--- config.mk ---
export PLATFORM = sky130hd
export DESIGN_NAME = spll_ctrl_regs
export DESIGN_NICKNAME = d
export VERILOG_FILES = /design/src/pkg/spll_pkg.sv /design/src/rtl/spll_serial_rx.sv /design/src/rtl/spll_ctrl_regs.sv
export VERILOG_INCLUDE_DIRS = /design/src /design/src/pkg
export SDC_FILE = /design/constraint.sdc
export NUM_CORES = 1
export LEC_CHECK = 0
export BUFFER_PORTS_ARGS = -buffer_cell sky130_fd_sc_hd__buf_2
export CAP_MARGIN = 40
export CORE_ASPECT_RATIO = 0.6
export CORE_MARGIN = 1.5
export CORE_UTILIZATION = 54
export CTS_BUF_LIST = sky130_fd_sc_hd__clkbuf_8
export DETAILED_ROUTE_END_ITERATION = 6
export PLACE_DENSITY = 0.78
export SETUP_SLACK_MARGIN = 0.1
export SLEW_MARGIN = 20
export SYNTH_ARGS = -nofsm -noshare
export SYNTH_HDL_FRONTEND = slang
export SYNTH_HIERARCHICAL = 1
export SYNTH_SLANG_ARGS = --single-unit
--- constraint.sdc ---
create_clock -name clk -period 1.9 [get_ports clk]
set_input_delay 0.475 -clock clk [delete_from_list [all_inputs] [get_ports clk]]
set_output_delay 0.475 -clock clk [all_outputs]
set_load 0.01 [all_outputs]
--- src/pkg/spll_cfg.svh ---
/*
 * constants of the synthesizer control word decoder: addresses, field
 * positions, reset words and timing counts.
 * assumes it is included by bare name wherever these values are used.
 */
`ifndef SPLL_CFG_SVH
`define SPLL_CFG_SVH

////////////////////////////////////////////////////////////////////////
// word layout
`define SPLL_WORD_W 32
`define SPLL_ADDR_HI 2
`define SPLL_ADDR_LO 0
`define SPLL_ADDR_INT 3'h0
`define SPLL_ADDR_REF 3'h2
`define SPLL_ADDR_VCO 3'h3
`define SPLL_ADDR_OUT 3'h4

////////////////////////////////////////////////////////////////////////
// reset words
`define SPLL_REF_RST 32'h00004042
`define SPLL_VCO_RST 32'h0000000b
`define SPLL_OUTDIV_RST 3'h0

////////////////////////////////////////////////////////////////////////
// reference / charge-pump word fields
`define SPLL_LOCK_SPEED 31
`define SPLL_NOISE_HI 30
`define SPLL_NOISE_LO 29
`define SPLL_MUX_HI 28
`define SPLL_MUX_LO 26
`define SPLL_DOUBLER 25
`define SPLL_REF_HALF 24
`define SPLL_R_HI 23
`define SPLL_R_LO 14
`define SPLL_DB 13
`define SPLL_PUMP_HI 12
`define SPLL_PUMP_LO 9
`define SPLL_LOCK_FUNC 8
`define SPLL_LOCK_PREC 7
`define SPLL_POLARITY 6
`define SPLL_POWERDOWN 5
`define SPLL_TRI 4
`define SPLL_RST 3

////////////////////////////////////////////////////////////////////////
// oscillator / clock-divider word fields, then the output word divider field
`define SPLL_VCO_HI 31
`define SPLL_VCO_LO 26
`define SPLL_VASD 25
`define SPLL_VAST 24
`define SPLL_SLIP 18
`define SPLL_MDEL 17
`define SPLL_CLKDIV_MODE_HI 16
`define SPLL_CLKDIV_MODE_LO 15
`define SPLL_CLKDIV_HI 14
`define SPLL_CLKDIV_LO 3
`define SPLL_DIVA_HI 22
`define SPLL_DIVA_LO 20

////////////////////////////////////////////////////////////////////////
// timing
`define SPLL_MUTE_DELAY_CYC 16

`endif

--- src/pkg/spll_pkg.sv ---
/*
 * types of the synthesizer control word decoder.
 * assumes spll_cfg.svh is compiled alongside.
 */
package spll_pkg;
    typedef enum logic [1:0] {
        SPLL_NOISE_LOW_NOISE = 2'h0,
        SPLL_NOISE_RESERVED = 2'h1,
        SPLL_NOISE_LOW_SPUR1 = 2'h2,
        SPLL_NOISE_LOW_SPUR2 = 2'h3
    } spll_noise_t;

    typedef enum logic [1:0] {
        SPLL_CLKDIV_MUTE_DELAY = 2'h0,
        SPLL_CLKDIV_FAST_LOCK = 2'h1,
        SPLL_CLKDIV_PHASE_ADJ = 2'h2,
        SPLL_CLKDIV_RESERVED = 2'h3
    } spll_clkdiv_mode_t;

    typedef enum logic [3:0] {
        SPLL_MUX_TRISTATE = 4'h0,
        SPLL_MUX_HIGH = 4'h1,
        SPLL_MUX_LOW = 4'h2,
        SPLL_MUX_LOCK = 4'h6,
        SPLL_MUX_READBACK = 4'hc
    } spll_mux_t;

    // gray along idle -> settle -> locked
    typedef enum logic [1:0] {
        SPLL_MUTE_IDLE = 2'h0,
        SPLL_MUTE_SETTLE = 2'h1,
        SPLL_MUTE_LOCKED = 2'h3
    } spll_mute_state_t;
endpackage

--- src/rtl/spll_serial_rx.sv ---
/*
 * serial control port receiver: shifts data in msb first on rising
 * clock-pin edges and hands over the whole word on the latch-pin rise.
 * assumes the three pins are asynchronous to clk and that the pin clock
 * is much slower than clk, so every edge survives synchronisation.
 */
`timescale 1ns/1ps
`include "spll_cfg.svh"

module spll_serial_rx #(
    parameter int WORD_W = `SPLL_WORD_W
) (
    input wire logic clk,
    input wire logic srst,
    input wire logic ser_clk_pin,
    input wire logic ser_data_pin,
    input wire logic ser_latch_pin,
    output logic [WORD_W-1:0] word,
    output logic word_valid
);
    logic [2:0] meta;
    logic [2:0] sync;
    logic clk_d;
    logic latch_d;
    logic [WORD_W-1:0] shift;
    logic [WORD_W-1:0] next_shift;
    logic [WORD_W-1:0] next_word;
    logic next_valid;

    ////////////////////////////////////////////////////////////////////
    // two flops per pin; only sync[] feeds logic
    always_ff @(posedge clk) begin
        if (srst) begin
            meta <= 3'h0;
            sync <= 3'h0;
            clk_d <= 1'b0;
            latch_d <= 1'b0;
        end else begin
            meta <= {ser_latch_pin, ser_data_pin, ser_clk_pin};
            sync <= meta;
            clk_d <= sync[0];
            latch_d <= sync[2];
        end
    end

    ////////////////////////////////////////////////////////////////////
    always_comb begin
        next_shift = shift;
        next_word = word;
        next_valid = 1'b0;
        if (sync[0] && !clk_d) begin
            next_shift = {shift[WORD_W-2:0], sync[1]};
        end
        if (sync[2] && !latch_d) begin
            next_word = shift;
            next_valid = 1'b1;
        end
    end

    always_ff @(posedge clk) begin
        if (srst) begin
            shift <= '0;
            word <= '0;
            word_valid <= 1'b0;
        end else begin
            shift <= next_shift;
            word <= next_word;
            word_valid <= next_valid;
        end
    end
endmodule

--- src/rtl/spll_ctrl_regs.sv ---
/*
 * decoder and holder of the reference/charge-pump control word and the
 * oscillator/clock-divider control word of the synthesizer, with the
 * double buffering tied to the integer/fraction word, the multipurpose
 * output pin and the lock-to-mute delay.
 * assumes a host shifting 32-bit words over the serial control pins and
 * a lock indicator arriving asynchronously from the analog loop.
 */
`timescale 1ns/1ps
`include "spll_cfg.svh"

module spll_ctrl_regs #(
    parameter int MUTE_DELAY_CYC = `SPLL_MUTE_DELAY_CYC
) (
    input wire logic clk,
    input wire logic srst,
    input wire logic ser_clk_pin,
    input wire logic ser_data_pin,
    input wire logic ser_latch_pin,
    input wire logic lock_indicator_pin,
    input wire logic muxout_select_msb,
    input wire logic readback_bit,
    output logic muxout_o,
    output logic muxout_oe_n,
    output logic lock_detect_speed,
    output spll_pkg::spll_noise_t sigma_delta_noise_mode,
    output logic [2:0] muxout_select,
    output logic ref_doubler_enable,
    output logic ref_half_enable,
    output logic [9:0] ref_divider,
    output logic output_double_buffer_enable,
    output logic [3:0] pump_current_code,
    output logic lock_detect_function,
    output logic lock_detect_precision,
    output logic detector_polarity,
    output logic device_powerdown,
    output logic pump_tristate,
    output logic counter_reset,
    output logic [5:0] osc_manual_select,
    output logic auto_osc_select_disable,
    output logic auto_osc_select_temp_comp,
    output logic cycle_slip_reduce_enable,
    output logic mute_delay_enable,
    output spll_pkg::spll_clkdiv_mode_t clock_divider_mode,
    output logic [11:0] clock_divider_value,
    output logic [2:0] out_divider,
    output logic auto_osc_start,
    output logic mute_until_locked
);
    import spll_pkg::*;

    localparam logic [31:0] REF_RST = `SPLL_REF_RST;
    localparam logic [31:0] VCO_RST = `SPLL_VCO_RST;
    localparam int CNT_W = $clog2(MUTE_DELAY_CYC + 1);

    logic [31:0] word;
    logic word_valid;
    logic [31:0] ref_word;
    logic [31:0] vco_word;
    logic [31:0] next_ref_word;
    logic [31:0] next_vco_word;
    logic [9:0] next_ref_divider;
    logic [3:0] next_pump_current;
    logic [2:0] out_div_pend;
    logic [2:0] next_out_div_pend;
    logic [2:0] next_out_divider;
    logic next_osc_start;
    logic [2:0] addr;
    logic lock_meta;
    logic lock_sync;
    logic next_muxout;
    logic next_oe_n;
    spll_mute_state_t mute_state;
    spll_mute_state_t next_mute_state;
    logic [CNT_W-1:0] mute_cnt;
    logic [CNT_W-1:0] next_mute_cnt;
    logic next_mute;

    spll_serial_rx #(
        .WORD_W(32)
    ) u_rx (
        .clk(clk),
        .srst(srst),
        .ser_clk_pin(ser_clk_pin),
        .ser_data_pin(ser_data_pin),
        .ser_latch_pin(ser_latch_pin),
        .word(word),
        .word_valid(word_valid)
    );

    assign addr = word[`SPLL_ADDR_HI:`SPLL_ADDR_LO];

    ////////////////////////////////////////////////////////////////////
    // word capture and double buffering
    always_comb begin
        next_ref_word = ref_word;
        next_vco_word = vco_word;
        next_ref_divider = ref_divider;
        next_pump_current = pump_current_code;
        next_out_div_pend = out_div_pend;
        next_out_divider = out_divider;
        next_osc_start = 1'b0;
        if (word_valid) begin
            unique case (addr)
                `SPLL_ADDR_REF: next_ref_word = word;
                `SPLL_ADDR_VCO: next_vco_word = word;
                `SPLL_ADDR_OUT: begin
                    next_out_div_pend = word[`SPLL_DIVA_HI:`SPLL_DIVA_LO];
                    if (!ref_word[`SPLL_DB]) begin
                        next_out_divider = word[`SPLL_DIVA_HI:`SPLL_DIVA_LO];
                    end
                end
                `SPLL_ADDR_INT: begin
                    // shadowed fields move to the loop only here
                    next_ref_divider = ref_word[`SPLL_R_HI:`SPLL_R_LO];
                    next_pump_current = ref_word[`SPLL_PUMP_HI:`SPLL_PUMP_LO];
                    next_out_divider = out_div_pend;
                    next_osc_start = !vco_word[`SPLL_VASD];
                end
                default: begin
                end
            endcase
        end
    end

    always_ff @(posedge clk) begin
        if (srst) begin
            ref_word <= REF_RST;
            vco_word <= VCO_RST;
            ref_divider <= REF_RST[`SPLL_R_HI:`SPLL_R_LO];
            pump_current_code <= REF_RST[`SPLL_PUMP_HI:`SPLL_PUMP_LO];
            out_div_pend <= `SPLL_OUTDIV_RST;
            out_divider <= `SPLL_OUTDIV_RST;
            auto_osc_start <= 1'b0;
        end else begin
            ref_word <= next_ref_word;
            vco_word <= next_vco_word;
            ref_divider <= next_ref_divider;
            pump_current_code <= next_pump_current;
            out_div_pend <= next_out_div_pend;
            out_divider <= next_out_divider;
            auto_osc_start <= next_osc_start;
        end
    end

    ////////////////////////////////////////////////////////////////////
    // field outputs straight from the held words
    assign lock_detect_speed = ref_word[`SPLL_LOCK_SPEED];
    assign sigma_delta_noise_mode = spll_noise_t'(ref_word[`SPLL_NOISE_HI:`SPLL_NOISE_LO]);
    assign muxout_select = ref_word[`SPLL_MUX_HI:`SPLL_MUX_LO];
    assign ref_doubler_enable = ref_word[`SPLL_DOUBLER];
    assign ref_half_enable = ref_word[`SPLL_REF_HALF];
    assign output_double_buffer_enable = ref_word[`SPLL_DB];
    assign lock_detect_function = ref_word[`SPLL_LOCK_FUNC];
    assign lock_detect_precision = ref_word[`SPLL_LOCK_PREC];
    assign detector_polarity = ref_word[`SPLL_POLARITY];
    assign device_powerdown = ref_word[`SPLL_POWERDOWN];
    assign pump_tristate = ref_word[`SPLL_TRI];
    assign counter_reset = ref_word[`SPLL_RST];
    assign osc_manual_select = vco_word[`SPLL_VCO_HI:`SPLL_VCO_LO];
    assign auto_osc_select_disable = vco_word[`SPLL_VASD];
    assign auto_osc_select_temp_comp = vco_word[`SPLL_VAST];
    assign cycle_slip_reduce_enable = vco_word[`SPLL_SLIP];
    assign mute_delay_enable = vco_word[`SPLL_MDEL];
    assign clock_divider_mode = spll_clkdiv_mode_t'(vco_word[`SPLL_CLKDIV_MODE_HI:`SPLL_CLKDIV_MODE_LO]);
    assign clock_divider_value = vco_word[`SPLL_CLKDIV_HI:`SPLL_CLKDIV_LO];

    ////////////////////////////////////////////////////////////////////
    // multipurpose pin; codes outside the list drive low
    always_comb begin
        next_muxout = 1'b0;
        next_oe_n = 1'b0;
        unique case ({muxout_select_msb, muxout_select})
            SPLL_MUX_TRISTATE: next_oe_n = 1'b1;
            SPLL_MUX_HIGH: next_muxout = 1'b1;
            SPLL_MUX_LOCK: next_muxout = lock_sync;
            SPLL_MUX_READBACK: next_muxout = readback_bit;
            default: next_muxout = 1'b0;
        endcase
    end

    ////////////////////////////////////////////////////////////////////
    // lock to mute: with mute_delay_enable set the delay needs lock to hold steady,
    // so a flickering indicator never unmutes; with it clear the first lock cycle does
    always_comb begin
        next_mute_state = mute_state;
        next_mute_cnt = mute_cnt;
        next_mute = 1'b0;
        unique case (mute_state)
            SPLL_MUTE_IDLE: begin
                next_mute_cnt = '0;
                if (lock_sync) begin
                    next_mute_state = mute_delay_enable ? SPLL_MUTE_SETTLE : SPLL_MUTE_LOCKED;
                    next_mute = !mute_delay_enable;
                end
            end
            SPLL_MUTE_SETTLE: begin
                if (!lock_sync) begin
                    next_mute_state = SPLL_MUTE_IDLE;
                end else if (mute_cnt == CNT_W'(MUTE_DELAY_CYC - 1)) begin
                    next_mute_state = SPLL_MUTE_LOCKED;
                    next_mute = 1'b1;
                end else begin
                    next_mute_cnt = mute_cnt + 1'b1;
                end
            end
            SPLL_MUTE_LOCKED: begin
                next_mute = lock_sync;
                if (!lock_sync) begin
                    next_mute_state = SPLL_MUTE_IDLE;
                end
            end
            default: next_mute_state = SPLL_MUTE_IDLE;
        endcase
    end

    always_ff @(posedge clk) begin
        if (srst) begin
            lock_meta <= 1'b0;
            lock_sync <= 1'b0;
            muxout_o <= 1'b0;
            muxout_oe_n <= 1'b1;
            mute_state <= SPLL_MUTE_IDLE;
            mute_cnt <= '0;
            mute_until_locked <= 1'b0;
        end else begin
            lock_meta <= lock_indicator_pin;
            lock_sync <= lock_meta;
            muxout_o <= next_muxout;
            muxout_oe_n <= next_oe_n;
            mute_state <= next_mute_state;
            mute_cnt <= next_mute_cnt;
            mute_until_locked <= next_mute;
        end
    end

    ////////////////////////////////////////////////////////////////////
    // checks
    property p_ref_load;
        @(posedge clk) disable iff (srst)
        (word_valid && addr == `SPLL_ADDR_REF) |=> (ref_word == $past(word));
    endproperty
    a_ref_load: assert property (p_ref_load) else $error("reference word not loaded");

    property p_vco_keep;
        @(posedge clk) disable iff (srst)
        (word_valid && addr != `SPLL_ADDR_VCO) |=> $stable(vco_word);
    endproperty
    a_vco_keep: assert property (p_vco_keep) else $error("oscillator word changed on other address");

    property p_rdiv_buffered;
        @(posedge clk) disable iff (srst)
        !(word_valid && addr == `SPLL_ADDR_INT) |=> $stable(ref_divider) && $stable(pump_current_code);
    endproperty
    a_rdiv_buffered: assert property (p_rdiv_buffered) else $error("buffered field moved early");

    property p_cp_apply;
        @(posedge clk) disable iff (srst)
        (word_valid && addr == `SPLL_ADDR_INT)
            |=> (pump_current_code == $past(ref_word[`SPLL_PUMP_HI:`SPLL_PUMP_LO]));
    endproperty
    a_cp_apply: assert property (p_cp_apply) else $error("pump current not applied");

    property p_outdiv_db;
        @(posedge clk) disable iff (srst)
        (output_double_buffer_enable && !(word_valid && addr == `SPLL_ADDR_INT)) |=> $stable(out_divider);
    endproperty
    a_outdiv_db: assert property (p_outdiv_db) else $error("output divider moved while buffered");

    property p_osc_start;
        @(posedge clk) disable iff (srst)
        auto_osc_start |-> ($past(word_valid) && $past(addr) == `SPLL_ADDR_INT && !auto_osc_select_disable);
    endproperty
    a_osc_start: assert property (p_osc_start) else $error("selection start without cause");

    property p_mux_lock;
        @(posedge clk) disable iff (srst)
        ({muxout_select_msb, muxout_select} == SPLL_MUX_LOCK) |=> (muxout_o == $past(lock_sync)) && !muxout_oe_n;
    endproperty
    a_mux_lock: assert property (p_mux_lock) else $error("pin not showing lock");

    property p_mute_delay;
        @(posedge clk) disable iff (srst)
        (mute_delay_enable && $rose(lock_sync) && mute_state == SPLL_MUTE_IDLE) |=> !mute_until_locked [*3];
    endproperty
    a_mute_delay: assert property (p_mute_delay) else $error("lock passed to mute too soon");
endmodule

==> metrics.md <==
| Metric | Value |
|---|---|
| Status | complete, no violations |
| Remaining antenna violation count | 0 |
| Worst min-delay path category | in2reg |
| Netlist cell types | 36 |
| Setup violators final | 0 |
| CP Launch Type | flip-flop |
| VDD IR max | 578 uV |
| Core ar. | 0.0106 mm2 |
| Synth cell count leaders | 159 x dfxtp_1, 141 x nand2_1, 70 x mux2i_1 |
| Combined area of the multi-input logic cells | 0.00243 mm2 |
| ANT cells | 0 |
| Vias/cell | 5.20 |
| Max-cap viol count | 0 |
| Yosys reg bits | 159 |
| Filler instances | 851 |
| Critical path data required time | 2280 ps |
| Max Freq | 0.578 GHz |
| Minimum clock period | 1730 ps |
| Area of the mapped netlist | 0.00595 mm2 |
| Die Ht | 84.3 um |
| IO buf count | 67 |
| Slew of the pin with the lowest slew margin | 570 ps |
| Share of cells above drive strength 1 | 18.9% |
| Share of the synthesized area in the top cell type | 53.5% |
| Placed inst area | 0.00629 mm2 |
| Syn Area/Cell | 9.73 um2 |
| Root buffer cell | clkbuf_8 |
| Synthesized Nets | 622 |
| CTS Buf Count | 17 |
| Vias in the first global route | 3982 |
| Crit. End Element | flip-flop |
| Cell Rows | 29 |
| Cell Chain, Critical Path | ha_2, and3_4, ha_4, nand2b_1, a21o_1, or3_4, a21oi_2 |
| Initial antenna violation count | 0 |
| Post-DP HPWL | 8260 um |
| Number of enable flip-flop cells after synthesis | 0 |
| Fin crit share | 91.1% |
| Clock Skews | 11.0 ps |
| TritonCTS Sinks | 159 |
| Reg area | 0.00319 mm2 |
| Main synth FF type | dfxtp_1 |
| Pin count of the biggest net entering global routing | 39 |
| First DRT Iteration DRCs | 253 |
| Clk slew on worst S/H paths | 90 ps |
| Total of warnings raised by yosys | 6 |
| Final hold vios | 0 |
| WP data arrival | 2110 ps |
| Die Wd | 139 um |
| Total power | 0.00630 W |
| Relative slew margins | 61.9% |
| P_leak | 2.59 nW |
| CP Class | reg2reg |
| Htree depth | 4 |
| CP peak stage delay | 370 ps |
| # DRC | 0 |
| Unrepaired setup endpoints after global routing | false |
| CP Max Fanout | 4 |
| Pwr per Cell Area | 928 mW/mm2 |
| GPL Wtd Cong | 0.832 |
| Final Max Tran Viols | 0 |
| Global route total overflow | 0 |
| All-Layer GR Usage | 21.1% |
| Full die area | 0.0117 mm2 |
| Leading cell type by number of instances after synthesis | dfxtp_1 |
| Pre-antenna DRT Iters | 4 |
| Avg WL per Cell | 14.5 um |
| Final core occ | 63.9% |
| Cell area after layout | 0.00679 mm2 |
| Clk_lat worst skew | 440 ps |
| Setup TNS | 0 ps |
| Top cells by area, synth | dfxtp_1 53%, mux2i_1 12%, nand2_1 8.9% |
| P&R area growth vs syn | 14.1% |
| Slowest stage cell, crit path | dfxtp_4 |
| CTS tree | built |
| Fin nets | 682 |
| First-pass GRT wire length | 19600 um |
| IO Pins | 68 |
| Register area share after synthesis | 53.5% |
| Cell taking the most area after synthesis | dfxtp_1 |
| Starting density of the core | 56.0% |
| Post-Synthesis Cells | 612 |
| Via count | 4281 |
| Ys async rst share | 0% |
| Max Root-Sink Buffers | 2 |
| Drt total wl | 12000 um |
routing by layer:
metal  GRT usage, %  part of all wire, %  up-vias
li1               -                    -     2137
met1           29.8                   50     2038
met2           32.1                   44       94
met3           5.59                  5.1       12
met4           6.22                 0.94        0
met5              0                    0        -
state kept, by name, indices dropped and copies added (netlist names), 4 cells and up:
name	count
u_rx/word	32
u_rx/shift	32
pump_current_code	4
ref_divider	10
vco_word	24
mute_cnt	5
ref_word	29
where the power goes:
| group | internal, W | leakage [nW] | switching (W) |
|---|---|---|---|
| Clock | 0.00155 | 0.228 | 0.00122 |
| Sequential | 0.00334 | 1.28 | 0.00000914 |
| Combinational | 0.0000832 | 1.08 | 0.0000989 |
| Total | 0.00498 | 2.59 | 0.00133 |
cells in the final DEF (no fill, tap or decap), drive strengths merged, types with 3 or more instances in the layout:
| master | count |
|---|---|
| a21oi | 69 |
| and2 | 3 |
| and3 | 5 |
| buf | 84 |
| bufinv | 4 |
| clkbuf | 20 |
| clkinv | 3 |
| dfxtp | 159 |
| inv | 6 |
| mux2i | 70 |
| nand2 | 141 |
| nand2b | 66 |
| nand3 | 6 |
| nor2 | 7 |
| nor2b | 14 |
| nor3 | 4 |
| o21ai | 7 |
logic make-up (layout without fill, tap and decap cells):
kind of cell / after synthesis / count (layout) / synth area share [%]
and+or+nand+nor: 252 / 252 / 20.8
DFF: 159 / 159 / 53.5
AOI/OAI and AO/OA: 83 / 83 / 7.29
muxes: 70 / 70 / 11.8
buffers and inverters: 46 / 118 / 6.20
adders and majority gates: 2 / 2 / 0.420
layout make-up:
class / instances / area share [%]
clock buffers: 20 / 4.05
clock inverters: 11 / 2.64
inverters: 3 / 0.166
multi-input cells: 407 / 35.8
flip-flops and latches: 159 / 47.0
well taps: 139 / 2.56
repair buffers: 84 / 7.78
worst paths after layout:
kind	from	endpoint	slack, ps	cells after the start
worst min register to register	u_rx/meta[2]	u_rx/sync[2]	450	1
worst min-delay path	ser_clk_pin	u_rx/meta[0]	240	2
worst max-delay path	mute_cnt[1]	mute_cnt[2]	170	7
worst max register to register	mute_cnt[1]	mute_cnt[2]	170	7
what timing repair did:
item	in CTS	in global routing
pin swaps	1	4
gates cloned	0	0
setup endpoints to repair	3	4
buffers inserted	1	0
hold buffers	0	0
gates resized for setup	5	6
stage by stage:
| stage | setup WS (ps) | hold slack (ps) | cells |
|---|---|---|---|
| 2_1_floorplan | 139 | 414 | 612 |
| 3_3_place_gp | 138 | 419 | 791 |
| 3_5_place_dp | 21.5 | 428 | 791 |
| 4_1_cts | 135 | 232 | 823 |
| 5_1_grt | 110 | 235 | 823 |
| 6_report | 169 | 244 | 823 |
critical path, delay by kind of cell (launching register included):
family,cells,cell delay [ps]
AND/OR/NAND/NOR,3,640
flip-flops,1,370
adder cells (fa/ha/maj),2,340
AO/OA/AOI/OAI,2,310
Note: power is estimated with default switching activity, not from simulation.
